<file path="src/core/aux_cal_pkg.sv">
// Constants shared by the auxiliary channel calibration stage
package aux_cal_pkg;
    // Register byte offsets
    localparam logic [15:0] OFS_GAIN_CAL_AMP_X2 = 16'h2274;
    localparam logic [15:0] OFS_GAIN_CAL_AMP_X4 = 16'h2278;
    localparam logic [15:0] OFS_OFFSET_CAL_AMP_X4 = 16'h22d4;
    localparam logic [15:0] OFS_CAL_STATUS = 16'h22f0;
    // Field layout
    localparam int COEF_W = 15;
    localparam int COEF_LSB = 0;
    localparam int DATA_W = 16;
    localparam int FRAC_BITS = 14;
    localparam int QUARTER_BITS = 2;
    localparam int STATUS_SAT_BIT = 16;
    // Reset values
    localparam logic [14:0] GAIN_RESET = 15'h4000;
    localparam logic [14:0] OFFSET_RESET = 15'h0000;
    // Amplifier gain selector codes
    localparam logic [2:0] PGA_GAIN_1 = 3'h0;
    localparam logic [2:0] PGA_GAIN_1P5 = 3'h1;
    localparam logic [2:0] PGA_GAIN_2 = 3'h2;
    localparam logic [2:0] PGA_GAIN_4 = 3'h3;
    localparam logic [2:0] PGA_GAIN_9 = 3'h4;
    // Data path latency in clock edges from sample to result
    localparam int CAL_LATENCY = 2;
endpackage

</file>
<file path="src/core/adc_aux_gain_offset_cal.sv">
// Gain and offset calibration of auxiliary channel conversion results
// Contract
// - At amplifier gain 2, auxiliary results are scaled by the gain-2 coefficient, other channels untouched.
// - At amplifier gain 4, auxiliary results are scaled by the gain-4 coefficient, other channels untouched.
// - Each gain coefficient is an unsigned 15-bit field: a top integer bit and fourteen fraction bits.
// - Coefficient 0x4000 is a multiplier of exactly one and is the default.
// - Coefficient zero is illegal and forces a zero result; software must not write it.
// - Coefficient 0x2000 halves the result.
// - Codes 0x4001 up to 0x7fff raise the multiplier in steps of 2^-14 up to about two.
// - Codes 0x0001 up to 0x3fff lower it, the multiplier being code / 0x4000.
// - At amplifier gain 4 the programmed offset is added to auxiliary results.
// - The offset is a signed 15-bit value in quarter LSB units.
// - An offset of zero leaves the result free of adjustment.
// - The gain-2 coefficient resets to unity.
// - The gain-4 offset resets to zero.
`timescale 1ns/1ps
module adc_aux_gain_offset_cal #(
    parameter int DATA_W = 16,
    parameter int COEF_W = 15
) (
    input wire logic clk,
    input wire logic rstn,
    input wire logic [15:0] addr,
    input wire logic [31:0] wdata,
    input wire logic wr_en,
    input wire logic rd_en,
    output logic [31:0] rdata,
    input wire logic raw_valid,
    input wire logic [DATA_W-1:0] raw_data,
    input wire logic [2:0] pga_gain_sel,
    input wire logic aux_channel,
    output logic cal_valid,
    output logic [DATA_W-1:0] cal_data
);
    typedef struct packed {
        logic [COEF_W-1:0] gain_cal_amp_x2;
        logic [COEF_W-1:0] gain_cal_amp_x4;
        logic [COEF_W-1:0] offset_cal_amp_x4;
        logic [31:0] rdata;
        logic out_valid;
        logic [DATA_W-1:0] out_data;
        logic [DATA_W-1:0] last_result;
        logic sat_seen;
    } cal_state_s;

    cal_state_s state;
    cal_state_s next_state;
    logic [COEF_W-1:0] sel_coef;
    logic [COEF_W-1:0] sel_offset;
    logic mul_valid;
    logic [DATA_W-1:0] mul_data;
    logic mul_sat;

    // Coefficient choice; non-auxiliary channels and other gains pass at unity
    always_comb begin
        sel_coef = aux_cal_pkg::GAIN_RESET;
        sel_offset = aux_cal_pkg::OFFSET_RESET;
        if (aux_channel && pga_gain_sel == aux_cal_pkg::PGA_GAIN_2) begin
            sel_coef = state.gain_cal_amp_x2;
        end else if (aux_channel && pga_gain_sel == aux_cal_pkg::PGA_GAIN_4) begin
            sel_coef = state.gain_cal_amp_x4;
            sel_offset = state.offset_cal_amp_x4;
        end
    end

    cal_mul_sat #(
        .DATA_W(DATA_W),
        .COEF_W(COEF_W)
    ) u_mul (
        .clk(clk),
        .rstn(rstn),
        .in_valid(raw_valid),
        .in_data(raw_data),
        .coef(sel_coef),
        .offset(sel_offset),
        .res_valid(mul_valid),
        .res_data(mul_data),
        .res_sat(mul_sat)
    );

    // Register file, read port and result capture
    always_comb begin
        next_state = state;
        next_state.rdata = '0;
        next_state.out_valid = mul_valid;
        if (mul_valid) begin
            next_state.out_data = mul_data;
            next_state.last_result = mul_data;
        end
        if (wr_en) begin
            unique case (addr)
                aux_cal_pkg::OFS_GAIN_CAL_AMP_X2:
                    next_state.gain_cal_amp_x2 = wdata[aux_cal_pkg::COEF_LSB +: COEF_W];
                aux_cal_pkg::OFS_GAIN_CAL_AMP_X4:
                    next_state.gain_cal_amp_x4 = wdata[aux_cal_pkg::COEF_LSB +: COEF_W];
                aux_cal_pkg::OFS_OFFSET_CAL_AMP_X4:
                    next_state.offset_cal_amp_x4 = wdata[aux_cal_pkg::COEF_LSB +: COEF_W];
                aux_cal_pkg::OFS_CAL_STATUS: begin
                    if (wdata[aux_cal_pkg::STATUS_SAT_BIT]) begin
                        next_state.sat_seen = 1'b0;
                    end
                end
                default: begin
                end
            endcase
        end
        // A saturation in the clearing cycle is kept
        if (mul_sat) begin
            next_state.sat_seen = 1'b1;
        end
        if (rd_en) begin
            unique case (addr)
                aux_cal_pkg::OFS_GAIN_CAL_AMP_X2:
                    next_state.rdata = 32'(state.gain_cal_amp_x2);
                aux_cal_pkg::OFS_GAIN_CAL_AMP_X4:
                    next_state.rdata = 32'(state.gain_cal_amp_x4);
                aux_cal_pkg::OFS_OFFSET_CAL_AMP_X4:
                    next_state.rdata = 32'(state.offset_cal_amp_x4);
                aux_cal_pkg::OFS_CAL_STATUS: begin
                    next_state.rdata[DATA_W-1:0] = state.last_result;
                    next_state.rdata[aux_cal_pkg::STATUS_SAT_BIT] = state.sat_seen;
                end
                default:
                    next_state.rdata = '0;
            endcase
        end
        // Unity gain and no offset until software calibrates
        if (!rstn) begin
            next_state = '0;
            next_state.gain_cal_amp_x2 = aux_cal_pkg::GAIN_RESET;
            next_state.gain_cal_amp_x4 = aux_cal_pkg::GAIN_RESET;
            next_state.offset_cal_amp_x4 = aux_cal_pkg::OFFSET_RESET;
        end
    end

    always_ff @(posedge clk) begin
        state <= next_state;
    end

    assign rdata = state.rdata;
    assign cal_valid = state.out_valid;
    assign cal_data = state.out_data;

    // Reference model for checks: offset then gain, round half up, clamp
    function automatic logic [DATA_W-1:0] ref_cal(input logic [DATA_W-1:0] x,
                                                  input logic [COEF_W-1:0] c,
                                                  input logic [COEF_W-1:0] o);
        longint s;
        longint p;
        s = longint'(x) * 4 + longint'($signed(o));
        p = (s * longint'(c) + 32768) >>> 16;
        if (p < 0) begin
            p = 0;
        end
        if (p > 65535) begin
            p = 65535;
        end
        return p[DATA_W-1:0];
    endfunction

    logic chk_x2;
    logic chk_x4;
    assign chk_x2 = raw_valid && aux_channel && pga_gain_sel == aux_cal_pkg::PGA_GAIN_2;
    assign chk_x4 = raw_valid && aux_channel && pga_gain_sel == aux_cal_pkg::PGA_GAIN_4;
endmodule

</file>
<file path="src/core/cal_mul_sat.sv">
// Offset add, fixed point gain multiply, rounding and saturation
`timescale 1ns/1ps
module cal_mul_sat #(
    parameter int DATA_W = 16,
    parameter int COEF_W = 15
) (
    input wire logic clk,
    input wire logic rstn,
    input wire logic in_valid,
    input wire logic [DATA_W-1:0] in_data,
    input wire logic [COEF_W-1:0] coef,
    input wire logic [COEF_W-1:0] offset,
    output logic res_valid,
    output logic [DATA_W-1:0] res_data,
    output logic res_sat
);
    localparam int SUM_W = DATA_W + 4;
    localparam int PROD_W = SUM_W + COEF_W + 1;
    localparam int SHIFT = aux_cal_pkg::FRAC_BITS + aux_cal_pkg::QUARTER_BITS;

    typedef struct packed {
        logic valid;
        logic signed [SUM_W-1:0] sum;
        logic [COEF_W-1:0] coef;
    } mul_state_s;

    mul_state_s state;
    mul_state_s next_state;
    logic signed [PROD_W-1:0] prod;
    logic signed [PROD_W-1:0] rounded;
    logic signed [PROD_W-SHIFT-1:0] scaled;

    // Offset goes in first, in quarter LSB units, so it is scaled with the gain
    always_comb begin
        next_state = state;
        next_state.valid = in_valid;
        if (in_valid) begin
            next_state.sum = $signed({2'b00, in_data, 2'b00}) + SUM_W'($signed(offset));
            next_state.coef = coef;
        end
        if (!rstn) begin
            next_state = '0;
        end
    end

    always_ff @(posedge clk) begin
        state <= next_state;
    end

    // Multiplier is coef / 2^14; a zero code gives a zero product
    assign prod = PROD_W'(state.sum) * $signed({1'b0, state.coef});
    assign rounded = prod + (PROD_W'(1) <<< (SHIFT - 1));
    assign scaled = rounded[PROD_W-1:SHIFT];

    // Clamp to the output word rather than wrap
    always_comb begin
        res_valid = state.valid;
        res_sat = 1'b0;
        res_data = scaled[DATA_W-1:0];
        if (scaled < 0) begin
            res_data = '0;
            res_sat = state.valid;
        end else if (scaled > $signed({1'b0, {DATA_W{1'b1}}})) begin
            res_data = '1;
            res_sat = state.valid;
        end
    end
endmodule

</file>
<file path="config.mk">
export PLATFORM = sky130hd
export DESIGN_NAME = adc_aux_gain_offset_cal
export DESIGN_NICKNAME = d
export VERILOG_FILES = /design/src/core/aux_cal_pkg.sv /design/src/core/adc_aux_gain_offset_cal.sv /design/src/core/cal_mul_sat.sv
export SDC_FILE = /design/constraint.sdc
export NUM_CORES = 1
export LEC_CHECK = 0
export ABC_CLOCK_PERIOD_IN_PS = 7090
export BUFFER_PORTS_ARGS = -buffer_cell sky130_fd_sc_hd__clkbuf_2
export CORE_MARGIN = 2
export CORE_UTILIZATION = 60
export CTS_BUF_LIST = sky130_fd_sc_hd__clkbuf_4 sky130_fd_sc_hd__clkbuf_8 sky130_fd_sc_hd__clkbuf_16
export CTS_CLUSTER_SIZE = 8
export DETAILED_ROUTE_END_ITERATION = 6
export GPL_TIMING_DRIVEN = 0
export PLACE_DENSITY = 0.83
export SYNTH_ARGS = -nofsm -noshare
export SYNTH_HDL_FRONTEND = slang
export SYNTH_SLANG_ARGS = --single-unit
export TNS_END_PERCENT = 30
</file>
<file path="constraint.sdc">
create_clock -name clk -period 7.09 [get_ports clk]
set_clock_uncertainty 0.2 [all_clocks]
set_input_delay 1.418 -clock clk [delete_from_list [all_inputs] [get_ports clk]]
set_output_delay 1.418 -clock clk [all_outputs]
set_load 0.01 [all_outputs]
</file>
* Yosys cells after proc, flatten, opt, wreduce, memory -nomap -nowiden
Cells that the tools add are included.
** Operators by class
- $add $sub $neg :: 2
- $mul :: 1
- Order comparisons :: 2
- Eq/ne operators :: 6
- Multiplexer cells :: 13
- Reduce and logical (&&, ||, !) cells :: 10
** Operators by type and width (count)
- 17-bit case mux with 4 select lines :: 1
- 16-bit by 14-bit equality test with 1-bit output (second input constant) :: 4
- 15-bit two-way mux :: 4
- 36-bit by 17-bit adder with 36-bit output (second input constant) :: 1
- 20-bit by 16-bit multiplier with 36-bit output :: 1
- 16-bit two-way mux :: 2
- 19-bit by 15-bit adder with 20-bit output :: 1
- 20-bit by 17-bit > comparator with 1-bit output (second input constant) :: 1
- 20-bit by 1-bit < comparator with 1-bit output (second input constant) :: 1
- 2-bit AND reduction :: 4
- 3-bit by 2-bit equality test with 1-bit output (second input constant) :: 2
- 1-bit two-way mux :: 6
- 2-bit nonzero test :: 3
- 3-bit AND reduction :: 1
- 1-bit logical AND :: 2
** Storage, ports and cells
- Register bits :: 131
- Input port bits :: 73
- Output and inout port bits :: 49
- Word-level logic and storage cells :: 45

* Longest topological paths before layout
Gate-level depths: netlist of run 1.
- Depth in word-level cells :: 7
- Depth in mapped cells :: 25
- Gate-level depth less buffers :: 22

* Cells and area by module
Synthesis of run 1 repeated with hierarchy kept, for this count alone.
** Second synthesis, totals
- Cells, all modules :: 1953
- Area, all modules :: 17330.4 um2
** By module, submodules not included
- cal_mul_sat :: times used 1, cells an instance 1515, area an instance 13447.9 um2, seq. area each 720.7 um2
- adc_aux_gain_offset_cal :: times used 1, cells an instance 438, area an instance 3882.5 um2, seq. area each 1601.5 um2

* Worst setup path before layout of run 1
No wires, ideal clock.
- Path kind :: flip-flop to flip-flop
- Start point :: reg u_mul.state[34] in the netlist's numbering
- End point :: reg state[13] in the netlist's numbering
- Setup time :: 0.128 ns
- Arrival :: 6.146 ns
- Required time :: 6.762 ns
- Setup slack :: 0.616 ns
- Stages on the path, launching flop included :: 21
- Path buffers :: 2
- Period minus slack after synthesis :: 6.474 ns
- Cell sequence :: dfxtp_1 -> clkbuf_1 -> nand2_1 -> fa_1 -> fa_1 -> inv_1 -> fa_1 -> fa_1 -> fa_1 -> inv_1 -> fa_1 -> inv_1 -> ha_1 -> nand4_1 -> nor4_1 -> nand2_1 -> a21boi_0 -> a31oi_1 -> a22oi_2 -> buf_6 -> a32oi_1
** Between the ends
- Cells in the longest elaborated chain, start to end :: 5
- Elaborated cells on any way between the ends :: 6
- Classes of those cells :: add/sub (1); mul (1); order compare (2); mux (2)
** RTL lines
- start, declared :: RTL line cal_mul_sat.sv:27 : mul_state_s state;
- start signal, assigned :: RTL line cal_mul_sat.sv:47 : state <= next_state;
- 20-bit by 16-bit multiplier with 36-bit output * :: RTL line cal_mul_sat.sv:51 : assign prod = PROD_W'(state.sum) * $signed({1'b0, state.coef});
- 36-bit by 17-bit adder with 36-bit output * :: RTL line cal_mul_sat.sv:52 : assign rounded = prod + (PROD_W'(1) <<< (SHIFT - 1));
- 20-bit by 17-bit > comparator with 1-bit output :: RTL line cal_mul_sat.sv:63 : end else if (scaled > $signed({1'b0, {DATA_W{1'b1}}})) begin
- 16-bit two-way mux :: RTL line cal_mul_sat.sv:63
- 16-bit two-way mux * :: RTL line cal_mul_sat.sv:60 : if (scaled < 0) begin
- end signal, assigned :: RTL line adc_aux_gain_offset_cal.sv:137 : state <= next_state;
- end, declared :: RTL line adc_aux_gain_offset_cal.sv:46 : cal_state_s state;
Mark *: on every way between the ends. The rest lies on a longest branch, timed or not.
A chain may end at the register's enable or synchronous reset.

* Worst setup path after layout of run 1
- Start point :: reg u_mul.state[26] in the netlist's numbering
- End point :: reg state[10] in the netlist's numbering
The elaborated chain is that of the path after synthesis.

==> summary.md, run 1 <==
| Metric | Value |
|---|---|
| Largest family of logic cells by synthesized area | `adder cells` |
| Post-route cell area | `19300 sq um` |
| CP endpoint kind | `register` |
| Post-DP HPWL | `38900 microns` |
| DRC Markers | `5` |
| Initial DRC Count | `1567` |
| Flop-to-flop setup slack | `130 ps` |
| GRT Util Overall | `32.9%` |
| Switching power | `691 uW` |
| CP Max Fanout | `10` |
| CP Buf/Inv Count | `5` |
| # IOs | `122` |
| Sw Ratio | `31.6%` |
| Startpoint types | `register` |
| Reg2reg path depth | `21` |
| Final period utilization | `98.2%` |
| Synth warn | `0` |
| Post-layout total power | `2.19 mW` |
| Max-slew violations | `0` |
| Worst VDD drop | `168 uV` |
| Post-synthesis sequential area ratio | `13.3%` |
| Gr ovfl total | `0` |
| Post-Syn Area per Cell | `8.79 sq um` |
| Final Non-Filler Cells | `2518` |
| Clock share of power | `42.8%` |
| Simple-gate portion of the synthesized area | `16.6%` |
| Crit Reg-Reg Startpoint | `u_mul.state[26]$_SDFFE_PN0P_` |
| Violated checks | `design-rule violations` |
| Setup WS post-layout | `131 ps` |
| Yosys top cell by area | `fa_1` |
| # setup viols final | `0` |
| Multiplexer share of the synthesized area | `0.687%` |
| CTS tree | `yes` |
| Mapped Area | `17500 sq um` |
| PwrDens | `113 nW/um^2` |
| I/O Buffers | `89` |
| Initial Util | `60.9%` |
| Worst Hold Class | `reg2reg` |
| Pre-CTS WS | `-523 ps` |
| Share of the synthesized area in the top cell type | `34.1%` |
| Core area | `28700 sq um` |
| R2R Path End | `state[10]$_SDFFE_PN0P_` |
| Reg clk slew, reported paths | `60 ps` |
| Compound-cell area share of the yosys netlist | `12.3%` |
| Commonest non-fill, non-tap cell in the layout | `inv_1` |
| Leakage | `9.54 nW` |
| Hold_ws | `289 ps` |
| Max clock buf depth | `2` |
| Largest net degree at the start of global routing | `17` |
| Die area | `30500 sq um` |
| Gate power share | `25.4%` |
| Synth area leaders | `fa_1 (34%), dfxtp_1 (13%), ha_1 (8.8%)` |
| Internal | `1.50 mW` |
| Register bit total from synthesis | `116` |
| CP delay by family, top | `adder cells` |
| Worst hold path stage count | `2` |
| Seq. cell area | `2340 sq um` |
| Vias in the first global route | `14900` |
| Final min period | `6960 ps` |
| Die X | `175 microns` |
| CTS buffer count | `17` |
| ANT nets after route | `0` |
| Inst Count DP | `2477` |
| # clock sinks | `116` |
| Async SR Flop Fraction | `0%` |
| Initial DRT Pass Iterations | `7` |
| Number of fill cells | `2259` |
| Worst Tran Pin Value | `1020 ps` |
| Most frequent cells in the layout | `inv_1 (377), nand2_1 (328), fa_1 (295)` |
| Ant. Diodes | `0` |
| Vias per cell | `5.69` |
| Area growth syn-to-layout | `10.6%` |
| Critical path type | `reg2reg` |
| WL/cell | `19.3 microns` |
| Rows | `62` |
| Slew margin rel. | `31.7%` |
| Final nets | `2615` |
| Hold Vio Cnt, Final | `0` |
| Routed vias | `14300` |
| Hold Path Origin | `state[102]$_SDFFE_PN0P_` |
| Fraction of layout cells with a size suffix above 1 | `12.9%` |
| Top_reg_cell synth | `dfxtp_1` |
| Clock Latency Late Sink | `420 ps` |
| Arr. time, crit path | `7090 ps` |
| Syn Inst Count | `1990` |
| Cell variety after synth | `84` |
| Final setup TNS | `0 ps` |
| Hold EP | `state[102]$_SDFFE_PN0P_` |
| Max cap viols | `0` |
| Htree depth | `4` |
| Slowest CP cell | `fa_1` |
| First-pass GRT wire length | `78300 microns` |
| Placed instance area | `18500 sq um` |
| Max stage delay on crit path | `530 ps` |
| CP Cell Sequence | `clkbuf_4 > nand2_1 > fa_1 > fa_1 > fa_1 > inv_1 > fa_1 > fa_1 > inv_1 > fa_1 > inv_1 > ha_1 > a211o_1 > a21oi_2 > o211a_1 > o211ai_1 > a31o_2 > a211oi_2 > o31ai_4 > clkbuf_4 > a32oi_1` |
| Post-synthesis adder-cell area fraction | `42.9%` |
| Fin util | `67.4%` |
| Status | `complete, but fails checks` |
| CTS Root Cell | `clkbuf_16` |
| WL final | `48600 microns` |
| Synth Area in XOR/XNOR | `1.45%` |
| Post-synth EDFFs | `0` |
| Most used cell along the critical path | `fa_1` |
| Max Clk Rate | `0.144 GHz` |
| Die Span Y | `175 microns` |
| Area of the multi-input gates | `13100 sq um` |
| Sequential Power Share | `31.8%` |
| GPL Wtd Cong | `0.986` |
| Initial antenna violation count | `0` |
| Critical Path RT | `7220 ps` |
[routing by layer]
| metal | up-vias | global-route usage [%] | part of all wire [%] |
|---|---|---|---|
| li1 | 6443 | - | - |
| met1 | 6978 | 41.9 | 39 |
| met2 | 756 | 54.1 | 47 |
| met3 | 158 | 7.55 | 9.5 |
| met4 | 0 | 13.5 | 4.7 |
| met5 | - | 0.801 | 0 |
[Yosys cell counts, types with 6 or more instances]
master      n
nand3b_1    6
fa_1      298
nor3_1      8
inv_1     378
a222oi_1   15
xnor2_1    23
o211ai_1    7
nand4_1     7
a21oi_1    59
and3_1      6
and4_1      7
xor2_1      6
dfxtp_1   116
nand2_1   328
o21a_1     11
and2_1    152
buf_6       6
a211o_1     6
nand3_1    19
nor2b_1    15
a21boi_0   53
ha_1      123
nor2_1     30
a22oi_1    14
o21ai_0    22
buf_4      51
or3_1       7
clkbuf_1   79
a32oi_1    16
a21o_1     10
o211a_1    16
a31oi_1    10
mux2i_1    12
[logic make-up (layout without fill, tap and decap cells)]
group                    after synthesis  in the layout
adder cells (fa/ha/maj)              421            421
XOR/XNOR                              29             29
AND/OR/NAND/NOR                      604            604
flip-flops                           116            116
multiplexers                          12             12
buffers and inverters                524            654
AO/OA/AOI/OAI                        283            283
other                                  1             15
[power by group through the flow]
stage | Clock, mW | Combinational [mW] | Sequential, mW
floorplan | 0 | 0.369 | 0.692
global placement | 0 | 0.515 | 0.706
detailed placement | 0 | 0.530 | 0.707
CTS | 0.935 | 0.541 | 0.693
global route | 0.963 | 0.612 | 0.696
finish | 0.935 | 0.555 | 0.696
[sequential cells by signal, summed over array words and instances (netlist names)]
signal           count
rdata               17
u_mul.res_valid      1
cal_valid            1
state               62
u_mul.state         35
[area by class of cell]
cell class	instances	area share, %
clock inverters	13	0.990
plain buffers	146	4.58
repair buffers	98	2.65
multi-input cells	1364	67.5
clock buffers	19	2.34
well taps	384	2.49
flip-flops and latches	116	12.1
inverters	378	7.36
[worst min-delay path: cells and delay by family (launching register included)]
kind / cells / cell delay [ps]
DFF: 1 / 320
AOI/OAI and AO/OA: 1 / 70
and+or+nand+nor: 1 / 50
[worst max-delay path by stage]
stage	from	endpoint	depth (start not counted)	slack [ps]
after floorplan	u_mul.state[34]$_SDFFE_PN0P_	state[13]$_SDFFE_PN0P_	20	620
final	u_mul.state[26]$_SDFFE_PN0P_	state[10]$_SDFFE_PN0P_	21	130
after global placement	u_mul.state[34]$_SDFFE_PN0P_	state[11]$_SDFFE_PN0P_	20	-380
after CTS	u_mul.state[7]$_SDFFE_PN0P_	state[1]$_SDFFE_PN0P_	22	30
after global routing	u_mul.state[33]$_SDFFE_PN0P_	state[3]$_SDFFE_PN0P_	23	-7
after detailed placement	u_mul.state[24]$_SDFFE_PN0P_	state[9]$_SDFFE_PN0P_	18	-520
[timing repair]
| action | CTS | global route |
|---|---|---|
| setup endpoints to repair | 17 | 17 |
| hold endpoints to repair | 0 | 0 |
| gates cloned | 0 | 0 |
| pin swaps | 3 | 4 |
| resized for setup | 28 | 85 |
| hold buffers | 0 | 0 |
| setup buffers | 6 | 3 |
(Power assumes the default switching activity.)
==> inputs of run 2 (changes only) <==
Settings changed: PLACE_DENSITY 0.83 to 0.76.
==> run 2 against run 1 <==
  * The run still ends with design-rule violations left
  * Global-route usage about the same
  * Total power down 5.1%
  * Sequential cell count is the same
  * Combinational power fell by 0.7%
  * Count of clock-buffer cells in the layout down 2
  * First-iteration DRC count down 18%
  * Via count down 0.24%
  * Sequential power about the same
  * Critical path depth grew 1
  * Final cell count rose by 0.12%
==> summary.md, run 2 (synthesized netlist as in run 1, its figures left out) <==
| Metric | Value |
|---|---|
| Status | `complete, but fails checks` |
| Violated checks | `design-rule violations` |
| Worst hold path stage count | `2` |
| Gr ovfl total | `0` |
| Biggest register | `state` |
| CTS tree | `yes` |
| First-pass GRT wire length | `77900 microns` |
| Max reg flops | `62` |
| WL/cell | `19.1 microns` |
| Fraction of layout cells with a size suffix above 1 | `12.9%` |
| Critical path origin | `u_mul.state[26]$_SDFFE_PN0P_` |
| Max-slew violations | `0` |
| Initial antenna violation count | `1` |
| Vias in the first global route | `14700` |
| Initial DRC Count | `1291` |
| CP delay by family, top | `adder cells` |
| CP Cell Sequence | `clkbuf_2 > nand2_1 > fa_1 > fa_1 > fa_1 > inv_1 > fa_1 > fa_1 > inv_1 > fa_1 > inv_1 > ha_1 > a211o_1 > a21oi_2 > o211a_1 > o211ai_1 > buf_4 > nand2_1 > nor2_1 > o31ai_4 > buf_2 > a32oi_1` |
| Max stage delay on crit path | `530 ps` |
| Area of the multi-input gates | `13000 sq um` |
| I/O Buffers | `89` |
| Critical Path RT | `7190 ps` |
| WL final | `48300 microns` |
| Hold EP | `state[107]$_SDFFE_PN0P_` |
| Worst Hold Class | `reg2reg` |
| Most frequent cells in the layout | `inv_1 (377), nand2_1 (327), fa_1 (296)` |
| Initial Util | `60.9%` |
| # IOs | `122` |
| Slowest CP cell | `fa_1` |
| Hold Path Origin | `state[107]$_SDFFE_PN0P_` |
| Clock Latency Late Sink | `420 ps` |
| CTS buffer count | `17` |
| Post-DP HPWL | `39100 microns` |
| Arr. time, crit path | `7060 ps` |
| Flop-to-flop setup slack | `130 ps` |
| R2R Path End | `state[14]$_SDFFE_PN0P_` |
| Worst VDD drop | `214 uV` |
| Htree depth | `4` |
| Most used cell along the critical path | `fa_1` |
| CP Buf/Inv Count | `6` |
| Max cap viols | `0` |
| Leakage | `9.48 nW` |
| Final min period | `6960 ps` |
| Final nets | `2616` |
| Crit Reg-Reg Startpoint | `u_mul.state[26]$_SDFFE_PN0P_` |
| # clock sinks | `116` |
| Final period utilization | `98.1%` |
| Worst Tran Pin Value | `1040 ps` |
| GPL Wtd Cong | `0.962` |
| Reg2reg path depth | `22` |
| Post-layout total power | `2.08 mW` |
| GRT Util Overall | `32.9%` |
| Hold Vio Cnt, Final | `0` |
| Die Span Y | `175 microns` |
| CP Max Fanout | `10` |
| Slew margin rel. | `30.4%` |
| CTS Root Cell | `clkbuf_16` |
| Vias per cell | `5.67` |
| Routed vias | `14300` |
| Rows | `62` |
| Number of fill cells | `2324` |
| Seq. cell area | `2340 sq um` |
| Die area | `30500 sq um` |
| CP endpoint kind | `register` |
| Reg clk slew, reported paths | `60 ps` |
| Area growth syn-to-layout | `10.1%` |
| Initial DRT Pass Iterations | `7` |
| Critical path type | `reg2reg` |
| DRC Markers | `4` |
| Startpoint types | `register` |
| Max clock buf depth | `2` |
| Max Clk Rate | `0.144 GHz` |
| Largest net degree at the start of global routing | `17` |
| ANT nets after route | `0` |
| # setup viols final | `0` |
| Die X | `175 microns` |
| Commonest non-fill, non-tap cell in the layout | `inv_1` |
| PwrDens | `108 nW/um^2` |
| Core area | `28700 sq um` |
| Fin util | `67.1%` |
run 2: through the flow:
stage	setup TNS [ps]	std cells	setup slack (ps)	hold slack, ps	area [sq um]
floorplan	0	2004	616	250	17500
global placement	-7620	2477	-497	268	18500
detailed placement	-7910	2477	-518	269	18500
CTS	0	2516	16.9	281	19200
global route	-168	2519	-41.4	300	19200
finish	0	2521	133	282	19300
run 2: worst reg2reg max path, cell delays in order, from the launching register on:
cell      delay, ps
dfxtp_2         450
clkbuf_2        320
nand2_1         140
fa_1            520
fa_1            530
fa_1            520
inv_1            50
fa_1            500
fa_1            490
inv_1            50
fa_1            480
inv_1            40
ha_1            310
a211o_1         330
a21oi_2         330
o211a_1         240
o211ai_1        190
buf_4           220
nand2_1          50
nor2_1           70
o31ai_4         430
buf_2           300
a32oi_1          90
run 2: area by class of cell:
class | count | share of cell area (%)
buffer | 146 | 4.51
sequential | 116 | 12.2
clock inverter | 15 | 0.773
multi-input combinational | 1364 | 67.7
tap | 384 | 2.50
timing repair buffer | 99 | 2.70
clock buffer | 17 | 2.21
antenna | 2 | 0.0260
inverter | 378 | 7.39
run 2: power by group:
group	total [mW]	internal, mW	switching, mW
logic	0.551	0.215	0.336
clock network	0.828	0.491	0.338
registers	0.696	0.668	0.0278
run 2: worst max path at each step:
stage                             end  slack [ps]  cells past startpoint
2_1_floorplan  state[13]$_SDFFE_PN0P_         620                     20
3_3_place_gp   state[11]$_SDFFE_PN0P_        -500                     18
3_5_place_dp    state[6]$_SDFFE_PN0P_        -520                     18
4_1_cts         state[6]$_SDFFE_PN0P_          20                     22
5_1_grt        state[13]$_SDFFE_PN0P_         -40                     21
6_report       state[14]$_SDFFE_PN0P_         130                     22
run 2: repair_timing:
action / CTS / global route
setup buffers: 7 / 3
setup endpoints to repair: 17 / 17
pin swaps: 4 / 3
hold buffers: 0 / 0
resized for setup: 29 / 70
run 2: layer usage:
layer | up-vias | global-route usage [%] | wire length [microns]
li1 | 6445 | - | -
met1 | 7022 | 43.0 | 19300
met2 | 709 | 54.4 | 22400
met3 | 125 | 6.33 | 4370
met4 | 0 | 12.6 | 2220
met5 | - | 0 | 0
